<file path="src/logic/trim_link_pkg.sv">
/*
 * Shared constants and types for the two-wire trim link master.
 * Assumes a 10 MHz system clock and an open-drain bus with pull-ups
 * on both lines, resolved outside this logic.
 */
// Overview of operation
// - Keep data steady while clock high
// - Data falling, clock high opens session
// - Data rising, clock high closes session
// - Master alone opens/closes; busy until close
// - Bytes are eight bits, MSB first
// - Sender releases data at ninth pulse
// - Master clocks every acknowledge pulse
// - First byte: seven-bit address plus direction
// - Second write byte selects register index
// - Third write byte is register value
// - Read preceded by write setting index
package trim_link_pkg;

	// ----------------------------------------------------------------
	// Bus addressing and register indices
	// ----------------------------------------------------------------
	localparam logic [6:0] DEV_ADDR = 7'h28;
	localparam logic DIR_WRITE = 1'h0;
	localparam logic DIR_READ = 1'h1;
	localparam logic [7:0] REG_SWITCH_TRIM = 8'h01;
	localparam logic [7:0] REG_LINEAR_TRIM = 8'h02;
	localparam logic [7:0] REG_OTP_CTRL = 8'hFF;
	localparam logic [7:0] SWITCH_TRIM_DEFAULT = 8'h1F;
	localparam logic [7:0] LINEAR_TRIM_DEFAULT = 8'h07;

	// ----------------------------------------------------------------
	// Timing: one quarter of a bus clock period
	// ----------------------------------------------------------------
	localparam int CLK_MHZ = 10;
	localparam int T_QUARTER_NS = 700;
	localparam int QUARTER_CYC = (T_QUARTER_NS * CLK_MHZ + 999) / 1000;
	localparam int DIV_W = 8;

	// ----------------------------------------------------------------
	// Byte sequence positions and bit counts
	// ----------------------------------------------------------------
	localparam logic [1:0] BYTE_ADDR = 2'h0;
	localparam logic [1:0] BYTE_INDEX = 2'h1;
	localparam logic [1:0] BYTE_DATA = 2'h2;
	localparam logic [1:0] BYTE_RDATA = 2'h3;
	localparam logic [3:0] ACK_BIT = 4'h8;

	typedef enum logic [1:0] {
		ST_IDLE = 2'b00,
		ST_START = 2'b01,
		ST_BIT = 2'b10,
		ST_STOP = 2'b11
	} link_state_t;

	// Request from the user side
	typedef struct packed {
		logic rd;
		logic [7:0] index;
		logic [7:0] wdata;
	} trim_cmd_t;

	// Whole state of the master
	typedef struct packed {
		link_state_t st;
		logic [1:0] q;
		logic [DIV_W-1:0] div;
		logic [3:0] bit_cnt;
		logic [1:0] byte_idx;
		logic [7:0] shift;
		trim_cmd_t cmd;
		logic [2:0] sda_s;
		logic sda_lvl;
		logic scl_oe;
		logic sda_oe;
		logic busy;
		logic done;
		logic nack;
		logic [7:0] rdata;
	} link_regs_t;

	localparam link_regs_t LINK_RESET = '{
		st: ST_IDLE, q: 2'h0, div: '0, bit_cnt: 4'h0, byte_idx: 2'h0,
		shift: 8'h00, cmd: '0, sda_s: 3'h7, sda_lvl: 1'h1,
		scl_oe: 1'h0, sda_oe: 1'h0, busy: 1'h0, done: 1'h0,
		nack: 1'h0, rdata: 8'h00};

endpackage : trim_link_pkg

</file>
<file path="src/logic/trim_link_master.sv">
/*
 * Two-wire bus master that writes and reads the trim registers of an
 * LED driver slave. A write sends address, index and value; a read
 * sends address and index, a repeated opening, address with the read
 * direction, and takes one byte which it does not acknowledge.
 * Assumes open-drain pins: an enable high pulls the line low, and the
 * bench resolves the wire with pull-ups. No clock stretching.
 */
module trim_link_master
#(
	parameter int QUARTER = trim_link_pkg::QUARTER_CYC
)
(
	input wire logic mclk_i,
	input wire logic rst_i,
	input wire logic go_i,
	input wire trim_link_pkg::trim_cmd_t cmd_i,
	input wire logic sda_i,
	output logic sda_o,
	output logic sda_oe_o,
	output logic scl_o,
	output logic scl_oe_o,
	output logic busy_o,
	output logic done_o,
	output logic nack_o,
	output logic [7:0] rdata_o
);
	import trim_link_pkg::*;

	// ----------------------------------------------------------------
	// Elaboration check
	// ----------------------------------------------------------------
	generate
		if (QUARTER < 4 || QUARTER >= (1 << DIV_W))
		begin : g_bad_quarter
			$error("QUARTER must lie between 4 and 255");
		end
	endgenerate

	localparam logic [DIV_W-1:0] QRELOAD = DIV_W'(QUARTER - 1);

	link_regs_t s;
	link_regs_t next_s;
	logic tick;
	logic tx_byte;

	// ----------------------------------------------------------------
	// Helpers
	// ----------------------------------------------------------------
	// Byte sent at a given position of the sequence
	function automatic logic [7:0] load_byte(input logic [1:0] idx,
		input trim_cmd_t c);
		logic [7:0] b;
		b = 8'h00;
		unique case (idx)
			BYTE_ADDR: b = {DEV_ADDR, DIR_WRITE};
			BYTE_INDEX: b = c.index;
			BYTE_DATA: b = c.rd ? {DEV_ADDR, DIR_READ} : c.wdata;
			BYTE_RDATA: b = 8'h00;
		endcase
		return b;
	endfunction : load_byte

	assign tick = (s.div == '0);
	assign tx_byte = !(s.cmd.rd && s.byte_idx == BYTE_RDATA);

	// ----------------------------------------------------------------
	// Next-state logic
	// ----------------------------------------------------------------
	always_comb
	begin
		next_s = s;
		next_s.done = 1'h0;
		// Three-stage synchroniser; accept a level once the last two stages agree
		next_s.sda_s = {s.sda_s[1:0], sda_i};
		if (s.sda_s[1] == s.sda_s[2])
		begin
			next_s.sda_lvl = s.sda_s[2];
		end
		if (s.st != ST_IDLE)
		begin
			next_s.div = tick ? QRELOAD : s.div - 1'b1;
		end
		if (s.st != ST_IDLE && tick)
		begin
			next_s.q = s.q + 1'b1;
		end
		unique case (s.st)
			ST_IDLE:
			begin
				if (go_i)
				begin
					next_s.cmd = cmd_i;
					next_s.st = ST_START;
					next_s.byte_idx = BYTE_ADDR;
					next_s.nack = 1'h0;
					next_s.busy = 1'h1;
					next_s.q = 2'h0;
					next_s.div = QRELOAD;
				end
			end
			ST_START:
			begin
				if (tick)
				begin
					unique case (s.q)
						2'h0:
						begin
							// Repeated opening pulls clock low first
							next_s.scl_oe = (s.byte_idx != BYTE_ADDR);
							next_s.sda_oe = 1'h0;
						end
						2'h1: next_s.scl_oe = 1'h0;
						2'h2: next_s.sda_oe = 1'h1;
						2'h3:
						begin
							next_s.st = ST_BIT;
							next_s.bit_cnt = 4'h0;
							next_s.shift = load_byte(s.byte_idx, s.cmd);
						end
					endcase
				end
			end
			ST_BIT:
			begin
				if (tick)
				begin
					unique case (s.q)
						2'h0:
						begin
							// Clock falls first; data waits a quarter
							next_s.scl_oe = 1'h1;
						end
						2'h1:
						begin
							// Data changes only while clock is low
							next_s.sda_oe = (s.bit_cnt != ACK_BIT) && tx_byte
								&& !s.shift[7];
						end
						2'h2: next_s.scl_oe = 1'h0;
						2'h3:
						begin
							next_s.bit_cnt = s.bit_cnt + 1'b1;
							if (s.bit_cnt != ACK_BIT)
							begin
								next_s.shift = {s.shift[6:0], s.sda_lvl};
							end
							else if (tx_byte && s.sda_lvl)
							begin
								next_s.nack = 1'h1;
								next_s.st = ST_STOP;
							end
							else if (!tx_byte)
							begin
								next_s.rdata = s.shift;
								next_s.st = ST_STOP;
							end
							else if (!s.cmd.rd && s.byte_idx == BYTE_DATA)
							begin
								next_s.st = ST_STOP;
							end
							else if (s.cmd.rd && s.byte_idx == BYTE_INDEX)
							begin
								// Index set, now reopen for the read
								next_s.st = ST_START;
								next_s.byte_idx = BYTE_DATA;
							end
							else
							begin
								next_s.byte_idx = s.byte_idx + 1'b1;
								next_s.bit_cnt = 4'h0;
								next_s.shift = load_byte(s.byte_idx + 1'b1,
									s.cmd);
							end
						end
					endcase
				end
			end
			ST_STOP:
			begin
				if (tick)
				begin
					unique case (s.q)
						2'h0: next_s.scl_oe = 1'h1;
						2'h1: next_s.sda_oe = 1'h1;
						2'h2: next_s.scl_oe = 1'h0;
						2'h3:
						begin
							next_s.sda_oe = 1'h0;
							next_s.st = ST_IDLE;
							next_s.busy = 1'h0;
							next_s.done = 1'h1;
						end
					endcase
				end
			end
		endcase
	end

	// ----------------------------------------------------------------
	// State register
	// ----------------------------------------------------------------
	always_ff @(posedge mclk_i)
	begin
		if (rst_i)
		begin
			s <= LINK_RESET;
		end
		else
		begin
			s <= next_s;
		end
	end

	// Enables and status straight from the state register; pin levels tied low
	assign sda_o = 1'h0;
	assign scl_o = 1'h0;
	assign sda_oe_o = s.sda_oe;
	assign scl_oe_o = s.scl_oe;
	assign busy_o = s.busy;
	assign done_o = s.done;
	assign nack_o = s.nack;
	assign rdata_o = s.rdata;

	// ----------------------------------------------------------------
	// Checks
	// ----------------------------------------------------------------
	data_stable_a: assert property (@(posedge mclk_i) disable iff (rst_i)
		(s.st == ST_BIT && $changed(s.sda_oe))
		|-> (s.scl_oe && $past(s.scl_oe)))
		else $error("data moved while clock high");

	open_edge_a: assert property (@(posedge mclk_i) disable iff (rst_i)
		(s.st == ST_START && s.q == 2'h2 && tick)
		##1 1 |-> (s.sda_oe && !s.scl_oe && !$past(s.sda_oe)))
		else $error("opening not data fall with clock high");

	close_edge_a: assert property (@(posedge mclk_i) disable iff (rst_i)
		(s.st == ST_STOP && s.q == 2'h3 && tick)
		|=> (!s.sda_oe && !s.scl_oe && done_o && !busy_o))
		else $error("closing not data rise with clock high");

	busy_span_a: assert property (@(posedge mclk_i) disable iff (rst_i)
		(go_i && !busy_o) |=> busy_o ##1 (busy_o && !done_o))
		else $error("busy not raised on request");

	ack_release_a: assert property (@(posedge mclk_i) disable iff (rst_i)
		(s.st == ST_BIT && s.bit_cnt == ACK_BIT
		&& (s.q == 2'h2 || s.q == 2'h3))
		|-> !s.sda_oe)
		else $error("master drives data in acknowledge slot");

	ack_clock_a: assert property (@(posedge mclk_i) disable iff (rst_i)
		(s.st == ST_BIT && s.bit_cnt == ACK_BIT && s.q == 2'h2 && tick)
		|=> !scl_oe_o [*4])
		else $error("no clock pulse for acknowledge");

	addr_msb_a: assert property (@(posedge mclk_i) disable iff (rst_i)
		(s.st == ST_BIT && s.byte_idx == BYTE_ADDR && s.bit_cnt == 4'h0
		&& s.q == 2'h2) |-> (s.sda_oe == !DEV_ADDR[6]))
		else $error("address not sent first, MSB first");

	index_msb_a: assert property (@(posedge mclk_i) disable iff (rst_i)
		(s.st == ST_BIT && s.byte_idx == BYTE_INDEX && s.bit_cnt == 4'h0
		&& s.q == 2'h2) |-> (s.sda_oe == !s.cmd.index[7]))
		else $error("index byte not sent MSB first");

	read_reopen_a: assert property (@(posedge mclk_i) disable iff (rst_i)
		(s.st == ST_START && s.byte_idx == BYTE_DATA) |-> s.cmd.rd)
		else $error("reopening outside a read");

	busy_state_a: assert property (@(posedge mclk_i) disable iff (rst_i)
		busy_o == (s.st != ST_IDLE))
		else $error("busy does not match bus ownership");

	bit_range_a: assert property (@(posedge mclk_i) disable iff (rst_i)
		(s.st == ST_BIT) |-> (s.bit_cnt <= ACK_BIT))
		else $error("more than nine pulses in a byte");

	dir_write_a: assert property (@(posedge mclk_i) disable iff (rst_i)
		(s.st == ST_BIT && s.byte_idx == BYTE_ADDR && s.bit_cnt == 4'h7
		&& s.q == 2'h2) |-> s.sda_oe)
		else $error("first address byte not a write");

	dir_read_a: assert property (@(posedge mclk_i) disable iff (rst_i)
		(s.st == ST_BIT && s.byte_idx == BYTE_DATA && s.cmd.rd
		&& s.bit_cnt == 4'h7 && s.q == 2'h2) |-> !s.sda_oe)
		else $error("reopened address not a read");

	read_release_a: assert property (@(posedge mclk_i) disable iff (rst_i)
		(s.st == ST_BIT && !tx_byte) |-> !s.sda_oe)
		else $error("master drives data during read byte");

	stop_prep_a: assert property (@(posedge mclk_i) disable iff (rst_i)
		(s.st == ST_STOP && s.q == 2'h1 && tick) |-> s.scl_oe)
		else $error("data pulled low for closing with clock high");

	stop_setup_a: assert property (@(posedge mclk_i) disable iff (rst_i)
		(s.st == ST_STOP && s.q == 2'h3 && tick) |-> (s.sda_oe && !s.scl_oe))
		else $error("closing not from data low with clock high");

endmodule : trim_link_master

</file>
<file path="config.mk">
export PLATFORM = sky130hd
export DESIGN_NAME = trim_link_master
export DESIGN_NICKNAME = d
export VERILOG_FILES = /design/src/logic/trim_link_pkg.sv /design/src/logic/trim_link_master.sv
export SDC_FILE = /design/constraint.sdc
export NUM_CORES = 1
export LEC_CHECK = 0
export BUFFER_PORTS_ARGS = -buffer_cell sky130_fd_sc_hd__buf_2
export CAP_MARGIN = 25
export CORE_MARGIN = 8
export CORE_UTILIZATION = 50
export CTS_BUF_LIST = sky130_fd_sc_hd__clkbuf_8
export DETAILED_ROUTE_END_ITERATION = 7
export PLACE_DENSITY = 0.82
export SLEW_MARGIN = 20
export SYNTH_ARGS = -nofsm -noshare
export SYNTH_HDL_FRONTEND = slang
export SYNTH_SLANG_ARGS = --single-unit
</file>
<file path="constraint.sdc">
create_clock -name mclk_i -period 1.8 [get_ports mclk_i]
set_input_delay 0.36 -clock mclk_i [delete_from_list [all_inputs] [get_ports mclk_i]]
set_output_delay 0.36 -clock mclk_i [all_outputs]
set_load 0.01 [all_outputs]
</file>
==> results.yml, run 1 <==
sta:
  fmax_ghz: 0.567
  finalSetupViolCount: 0
  finalCritPeriodShare_pct: 98.0
  period_minus_slack_ns: 1.76
  worst_slew_pin_slew_ns: 0.493
  fin_skew_ns: 0.00796
  relSlewSlack_pct: 66.8
  rsz0062_at_grt: "yes"
  finalMaxSlewViolations: 0
  hold_violations: 0
hold_path:
  min_to: "next_s[15]"
  hold_start: "sda_i"
  hp-class: "in2reg"
  holdPathStages: 2
outcome:
  status: "finished clean"
drt:
  wirelength_mm: 7.83
  drc: 0
  wl_per_cell_um: 15.3
  dr_total_vias: 2965
  dr.pass1.iters: 5
  detail_route.vias_per_cell: 5.81
  first_iter_violations: 198
  final_antenna_net_count: 0
clocking:
  ctsHtreeMaxLevel: 3
  cts_tree: "built"
  clk_pin_slew_worst_paths_ns: 0.07
  cts_buffers: 9
  insertion_delay_ns: 0.34
  clock_path_buffers: 2
  clockRootBuffer: "clkbuf_8"
  cts.sinks: 60
global_route:
  antenna_found_initial: 0
  top_usage_layer: "met2"
  grt_max_degree: 31
  met2_usage_pct: 28.5
  grt_pass1_wl_mm: 12.9
  grt_pass1_vias: 2784
  grt_usage_pct: 17.6
  grt_use_met3_pct: 3.54
  grtUsageMet1_pct: 22.1
  grt_overflow: 0
floorplanning:
  rows: 29
  pin_count: 36
  die_w_um: 95.4
  start_util_pct: 50.8
  core-area_um2: 6200
  dieArea_um2: 9100
  die_h_um: 95.4
logic_synthesis:
  synth_edf_count: 0
  ys_ff_latch: 60
  synth.top_cells.by_area: "dfxtp_1, a21oi_1, nand2_1"
  yosys.area.top_type: "dfxtp_1"
  ys_seq_area_share_pct: 38.1
  synth_ff_type: "dfxtp_1"
  yosysUniqueCellTypes: 63
  netlist_area_um2: 3150
  synth_top_area_share_pct: 38.1
  syn_avg_cell_area_um2: 8.40
  async_reset_ff_share_pct: 0
  yosysWarnings: 0
  synthCells: 375
pwr:
  p_leak_uw: 0.00153
  power_density_nw_per_um2: 817
  power_uw: 3140
  ir_worst_vdd_uv: 824
finish:
  layout-drive-gt1-share_pct: 27.3
  area_delta_synth_final_pct: 21.8
  num_antenna_cells: 0
  design_area_um2: 3840
  design.final.nets: 456
worst_setup_path:
  worstRegToRegCells: 8
  end_kind: "flip-flop"
  start_kind: "flip-flop"
  critical_path.top_delay_family: "compound AO/OA/AOI/OAI gates"
  required_ns: 2.02
  cp_cell_sequence: "inv_1 > ha_2 > buf_4 > nand4bb_1 > buf_6 > a2111oi_4 > o21ai_1 > o2bb2ai_1"
  crit_path_max_fanout: 4
  r2r_setup_slack_ns: 0.04
  max_stage_delay_ns: 0.38
  reg2reg_from: "s[49]"
  r2r-end: "s[42]"
  cp_num_buf_inv: 3
  critPathKind: "reg2reg"
  arrival_ns: 1.98
  cp_slowest_cell: "a2111oi_4"
placed_design:
  io_buffer_count: 33
  hpwl_mm: 5.76
  gp_congestion: 0.883
  dpl-instance-area_um2: 3550
flow_run:
  cap_violations: 0
-- worst max-delay path by stage --
| stage | start | slack [ns] | cells after the start | endpoint |
|---|---|---|---|---|
| after floorplan | s[48] | 0.03 | 6 | s[47] |
| after global placement | s[53] | 0.08 | 4 | s[42] |
| after detailed placement | s[53] | 0.03 | 5 | s[47] |
| after CTS | s[53] | 0.03 | 4 | s[42] |
| after global routing | s[49] | -0.05 | 8 | s[42] |
| final | s[49] | 0.04 | 8 | s[42] |
-- cells in the final DEF, fill, tap and decap left out, types with 4 or more instances in the layout --
master / instances
a21oi_1: 38
a221o_1: 11
a32o_1: 8
buf_2: 33
buf_4: 40
clkbuf_8: 10
dfxtp_1: 57
ha_1: 6
inv_1: 17
nand2_1: 41
nand3_1: 14
nand3b_1: 7
nor2_1: 23
nor2b_1: 6
nor3_1: 7
o21ai_0: 19
o31ai_1: 4
or2_2: 5
-- cells by family (layout without fill, tap and decap cells) --
| family | after synthesis | count (layout) | synth area share, % |
|---|---|---|---|
| multiplexers | 3 | 3 | 0.953 |
| AO/OA/AOI/OAI | 116 | 116 | 26.3 |
| buffers and inverters | 52 | 109 | 7.42 |
| other | 1 | 2 | 0.119 |
| adder cells (fa/ha/maj) | 7 | 7 | 2.78 |
| XOR/XNOR | 6 | 6 | 1.67 |
| AND/OR/NAND/NOR | 130 | 130 | 22.6 |
| flip-flops | 60 | 60 | 38.1 |
-- layout make-up --
| class | count | area, um2 |
|---|---|---|
| Timing Repair Buffer | 76 | 499 |
| Clock buffer | 10 | 138 |
| Clock inverter | 6 | 78.8 |
| Multi-Input combinational cell | 264 | 1760 |
| Inverter | 17 | 63.8 |
| Sequential cell | 60 | 1200 |
| Tap cell | 77 | 96.3 |
| Fill cell | 501 | 2360 |
-- layer usage --
metal	part of all wire, %	vias up
met2	47	95
met5	0	-
met3	5.2	14
met4	1.9	0
met1	46	1402
li1	-	1454
-- repair_timing --
item,4_1_cts,5_1_grt
setup endpoints to repair,0,22
gates resized for setup,0,15
setup buffers,0,4
hold buffers,0,0
-- worst reg2reg max path, delay by kind of cell (launching register included) --
kind / cells / cell delay, ns
AOI/OAI and AO/OA: 3 / 0.67
adders and majority gates: 1 / 0.18
buffers and inverters: 3 / 0.35
DFF: 1 / 0.33
and+or+nand+nor: 1 / 0.13
-- synth_stat cells (6+ instances only) --
cell type / number
a21oi_1: 39
a221o_1: 11
a32o_1: 8
buf_4: 10
clkbuf_1: 22
dfxtp_1: 60
ha_1: 7
inv_1: 16
nand2_1: 41
nand3_1: 15
nand3b_1: 7
nor2_1: 23
nor2b_1: 6
nor3_1: 8
o21ai_0: 21
-- flip-flops by register name (all words and copies together) (netlist names) --
register / cells
rdata_o: 8
sda_oe_o: 1
nack_o: 1
s: 45
done_o: 1
scl_oe_o: 1
next_s: 2
busy_o: 1
-- power by group --
| part | total, uW | internal (uW) | switching, uW | leakage [uW] |
|---|---|---|---|---|
| registers | 1420 | 1380 | 46.4 | 0.000490 |
| clock network | 1320 | 805 | 520 | 0.000117 |
| logic | 389 | 172 | 217 | 0.000924 |
-- stage by stage --
| step | std cells | setup TNS, ns | hold WS, ns | util [%] | setup WS [ns] |
|---|---|---|---|---|---|
| after detailed placement | 490 | 0 | 0.403 | 57.2 | 0.0274 |
| after global placement | 490 | 0 | 0.391 | 57.2 | 0.0847 |
| after floorplan | 376 | 0 | 0.389 | - | 0.0342 |
| final | 510 | 0 | 0.202 | 61.9 | 0.0364 |
| after global routing | 510 | -0.168 | 0.191 | 61.9 | -0.0499 |
| after CTS | 506 | 0 | 0.193 | 60.7 | 0.0298 |
Power figures use the tool's default switching activity.
==> inputs of run 2 (changes only) <==
Settings changed: CORE_ASPECT_RATIO set to 0.7, CORE_UTILIZATION 50 to 45, PLACE_DENSITY 0.82 to 0.76, REMOVE_ABC_BUFFERS set to 1.
==> run 2 against run 1 <==
Effect of this change: fmax is 1.3% higher; critical path depth is 3 lower; largest cell class unchanged; power is 2.5% lower; worst hold slack worse by 0.0065 ns; sequential share of layout area is 0.28 points higher; clock power is 5% lower; setup slack better by 0.022 ns; die area is 9.7% higher; via count is 2.2% lower.
==> results.yml, run 2 (synthesis gave the netlist of run 1 again) <==
outcome:
  status: "finished clean"
drt:
  wirelength_met1_mm: 4.00
  final_antenna_net_count: 0
  met2_length_mm: 3.22
  top_layer: "met4"
  wirelength_mm: 8.03
  wl_met3_um: 697
  wl_per_cell_um: 15.5
  first_iter_violations: 327
  drc: 0
  dr_total_vias: 2901
  detail_route.vias_per_cell: 5.59
  dr.pass1.iters: 5
sta:
  finalMaxSlewViolations: 0
  fmax_ghz: 0.574
  rsz0062_at_grt: "yes"
  fin_skew_ns: 0.0102
  finalCritPeriodShare_pct: 96.7
  finalSetupViolCount: 0
  hold_violations: 0
  period_minus_slack_ns: 1.74
finish:
  final_cell_mix: "dfxtp_1, nand2_1, a21oi_1, buf_2, buf_4"
  seqCellArea_um2: 1210
  multiInputGateArea_um2: 1790
  layout-drive-gt1-share_pct: 27.3
  finalNonFillerCells: 519
  final_common_cell: "dfxtp_1"
  num_antenna_cells: 0
  design.final.nets: 448
  area_delta_synth_final_pct: 21.5
  largest_register_ffs: 45
  nFillCells: 633
  design_area_um2: 3830
  top_register: "s"
floorplanning:
  core-area_um2: 6760
  rows: 25
  die_w_um: 116
  dieArea_um2: 9980
  start_util_pct: 46.6
  pin_count: 36
  die_h_um: 86.0
worst_setup_path:
  worstRegToRegCells: 5
  max_stage_delay_ns: 0.60
  critical_path.top_delay_family: "simple AND/OR/NAND/NOR gates"
  r2r_setup_slack_ns: 0.06
  required_ns: 2.08
  cp_num_cells: 5
  critPathKind: "reg2reg"
  cp_cell_sequence: "or4_4 > nor4_4 > buf_4 > nand3_1 > a21oi_1"
  startpoint: "s[52]"
  arrival_ns: 2.02
  reg2reg_from: "s[52]"
  cp_num_buf_inv: 1
  cp_slowest_cell: "or4_4"
  crit_end: "rdata_o[5]"
  r2r-end: "rdata_o[5]"
  start_kind: "flip-flop"
  crit_path_max_fanout: 8
  end_kind: "flip-flop"
placed_design:
  dpl-instance-area_um2: 3520
  gp_congestion: 0.896
  placed_cells: 501
  hpwl_mm: 5.93
  io_buffer_count: 33
pwr:
  power.internal_uw: 2250
  p_leak_uw: 0.00148
  ir_worst_vdd_uv: 484
  clkPwrFrac_pct: 40.8
  comb_power_share_pct: 12.5
  power.share.switching_pct: 26.4
  power_density_nw_per_um2: 799
  switchingPower_uw: 808
  power_frac_seq_pct: 46.7
global_route:
  grt_overflow: 0
  grt_pass1_vias: 2718
  grt_usage_pct: 16.8
  grt_max_degree: 23
  antenna_found_initial: 0
  grt_pass1_wl_mm: 13.3
clocking:
  cts.sinks: 60
  cts_buffers: 9
  clk_pin_slew_worst_paths_ns: 0.07
  insertion_delay_ns: 0.35
  ctsHtreeMaxLevel: 3
  cts_tree: "built"
  clock_path_buffers: 2
  clockRootBuffer: "clkbuf_8"
hold_path:
  hp-class: "in2reg"
  hold_start: "sda_i"
flow_run:
  cap_violations: 0
[run 2: metrics by stage]
step	hold WS (ns)	util [%]	worst slack (ns)	power, uW	TNS [ns]
finish	0.195	56.7	0.0586	3060	0
global route	0.195	56.7	-0.0317	3190	-0.101
CTS	0.183	55.4	0.00481	3070	0
detailed placement	0.401	52.1	-0.0359	1810	-0.267
global placement	0.397	52.1	0.0187	1800	0
floorplan	0.389	-	-0.200	1660	-3.04
[run 2: layer usage]
layer / track usage (%) / vias to the layer above
li1: - / 1444
met1: 24.1 / 1337
met3: 5.33 / 17
met4: 5.39 / 0
met2: 22.9 / 103
met5: 0 / -
[run 2: worst min-delay path by stage]
stage / endpoint / cells after the start
2_1_floorplan: next_s[16] / 1
3_3_place_gp: next_s[16] / 1
3_5_place_dp: next_s[16] / 1
4_1_cts: next_s[15] / 2
5_1_grt: next_s[15] / 2
6_report: next_s[15] / 2
[run 2: what timing repair did]
item / CTS / global route
buffers inserted: 0 / 2
hold endpoints to repair: 0 / 0
setup endpoints to repair: 22 / 24
resized for setup: 5 / 22
pin swaps: 2 / 17
hold buffers: 0 / 0
[run 2: area by class of cell]
type,instances,share of cell area [%]
clock buffers,11,3.95
clock inverters,5,1.34
inverters,17,1.67
well taps,94,3.07
repair buffers,68,11.5
flip-flops and latches,60,31.7
multi-input cells,264,46.8
[run 2: power groups by stage]
stage | Clock, uW | Sequential, uW | Combinational (uW)
2_1_floorplan | 0 | 1450 | 214
3_3_place_gp | 0 | 1450 | 352
3_5_place_dp | 0 | 1450 | 360
4_1_cts | 1270 | 1430 | 368
5_1_grt | 1330 | 1440 | 426
6_report | 1250 | 1430 | 383
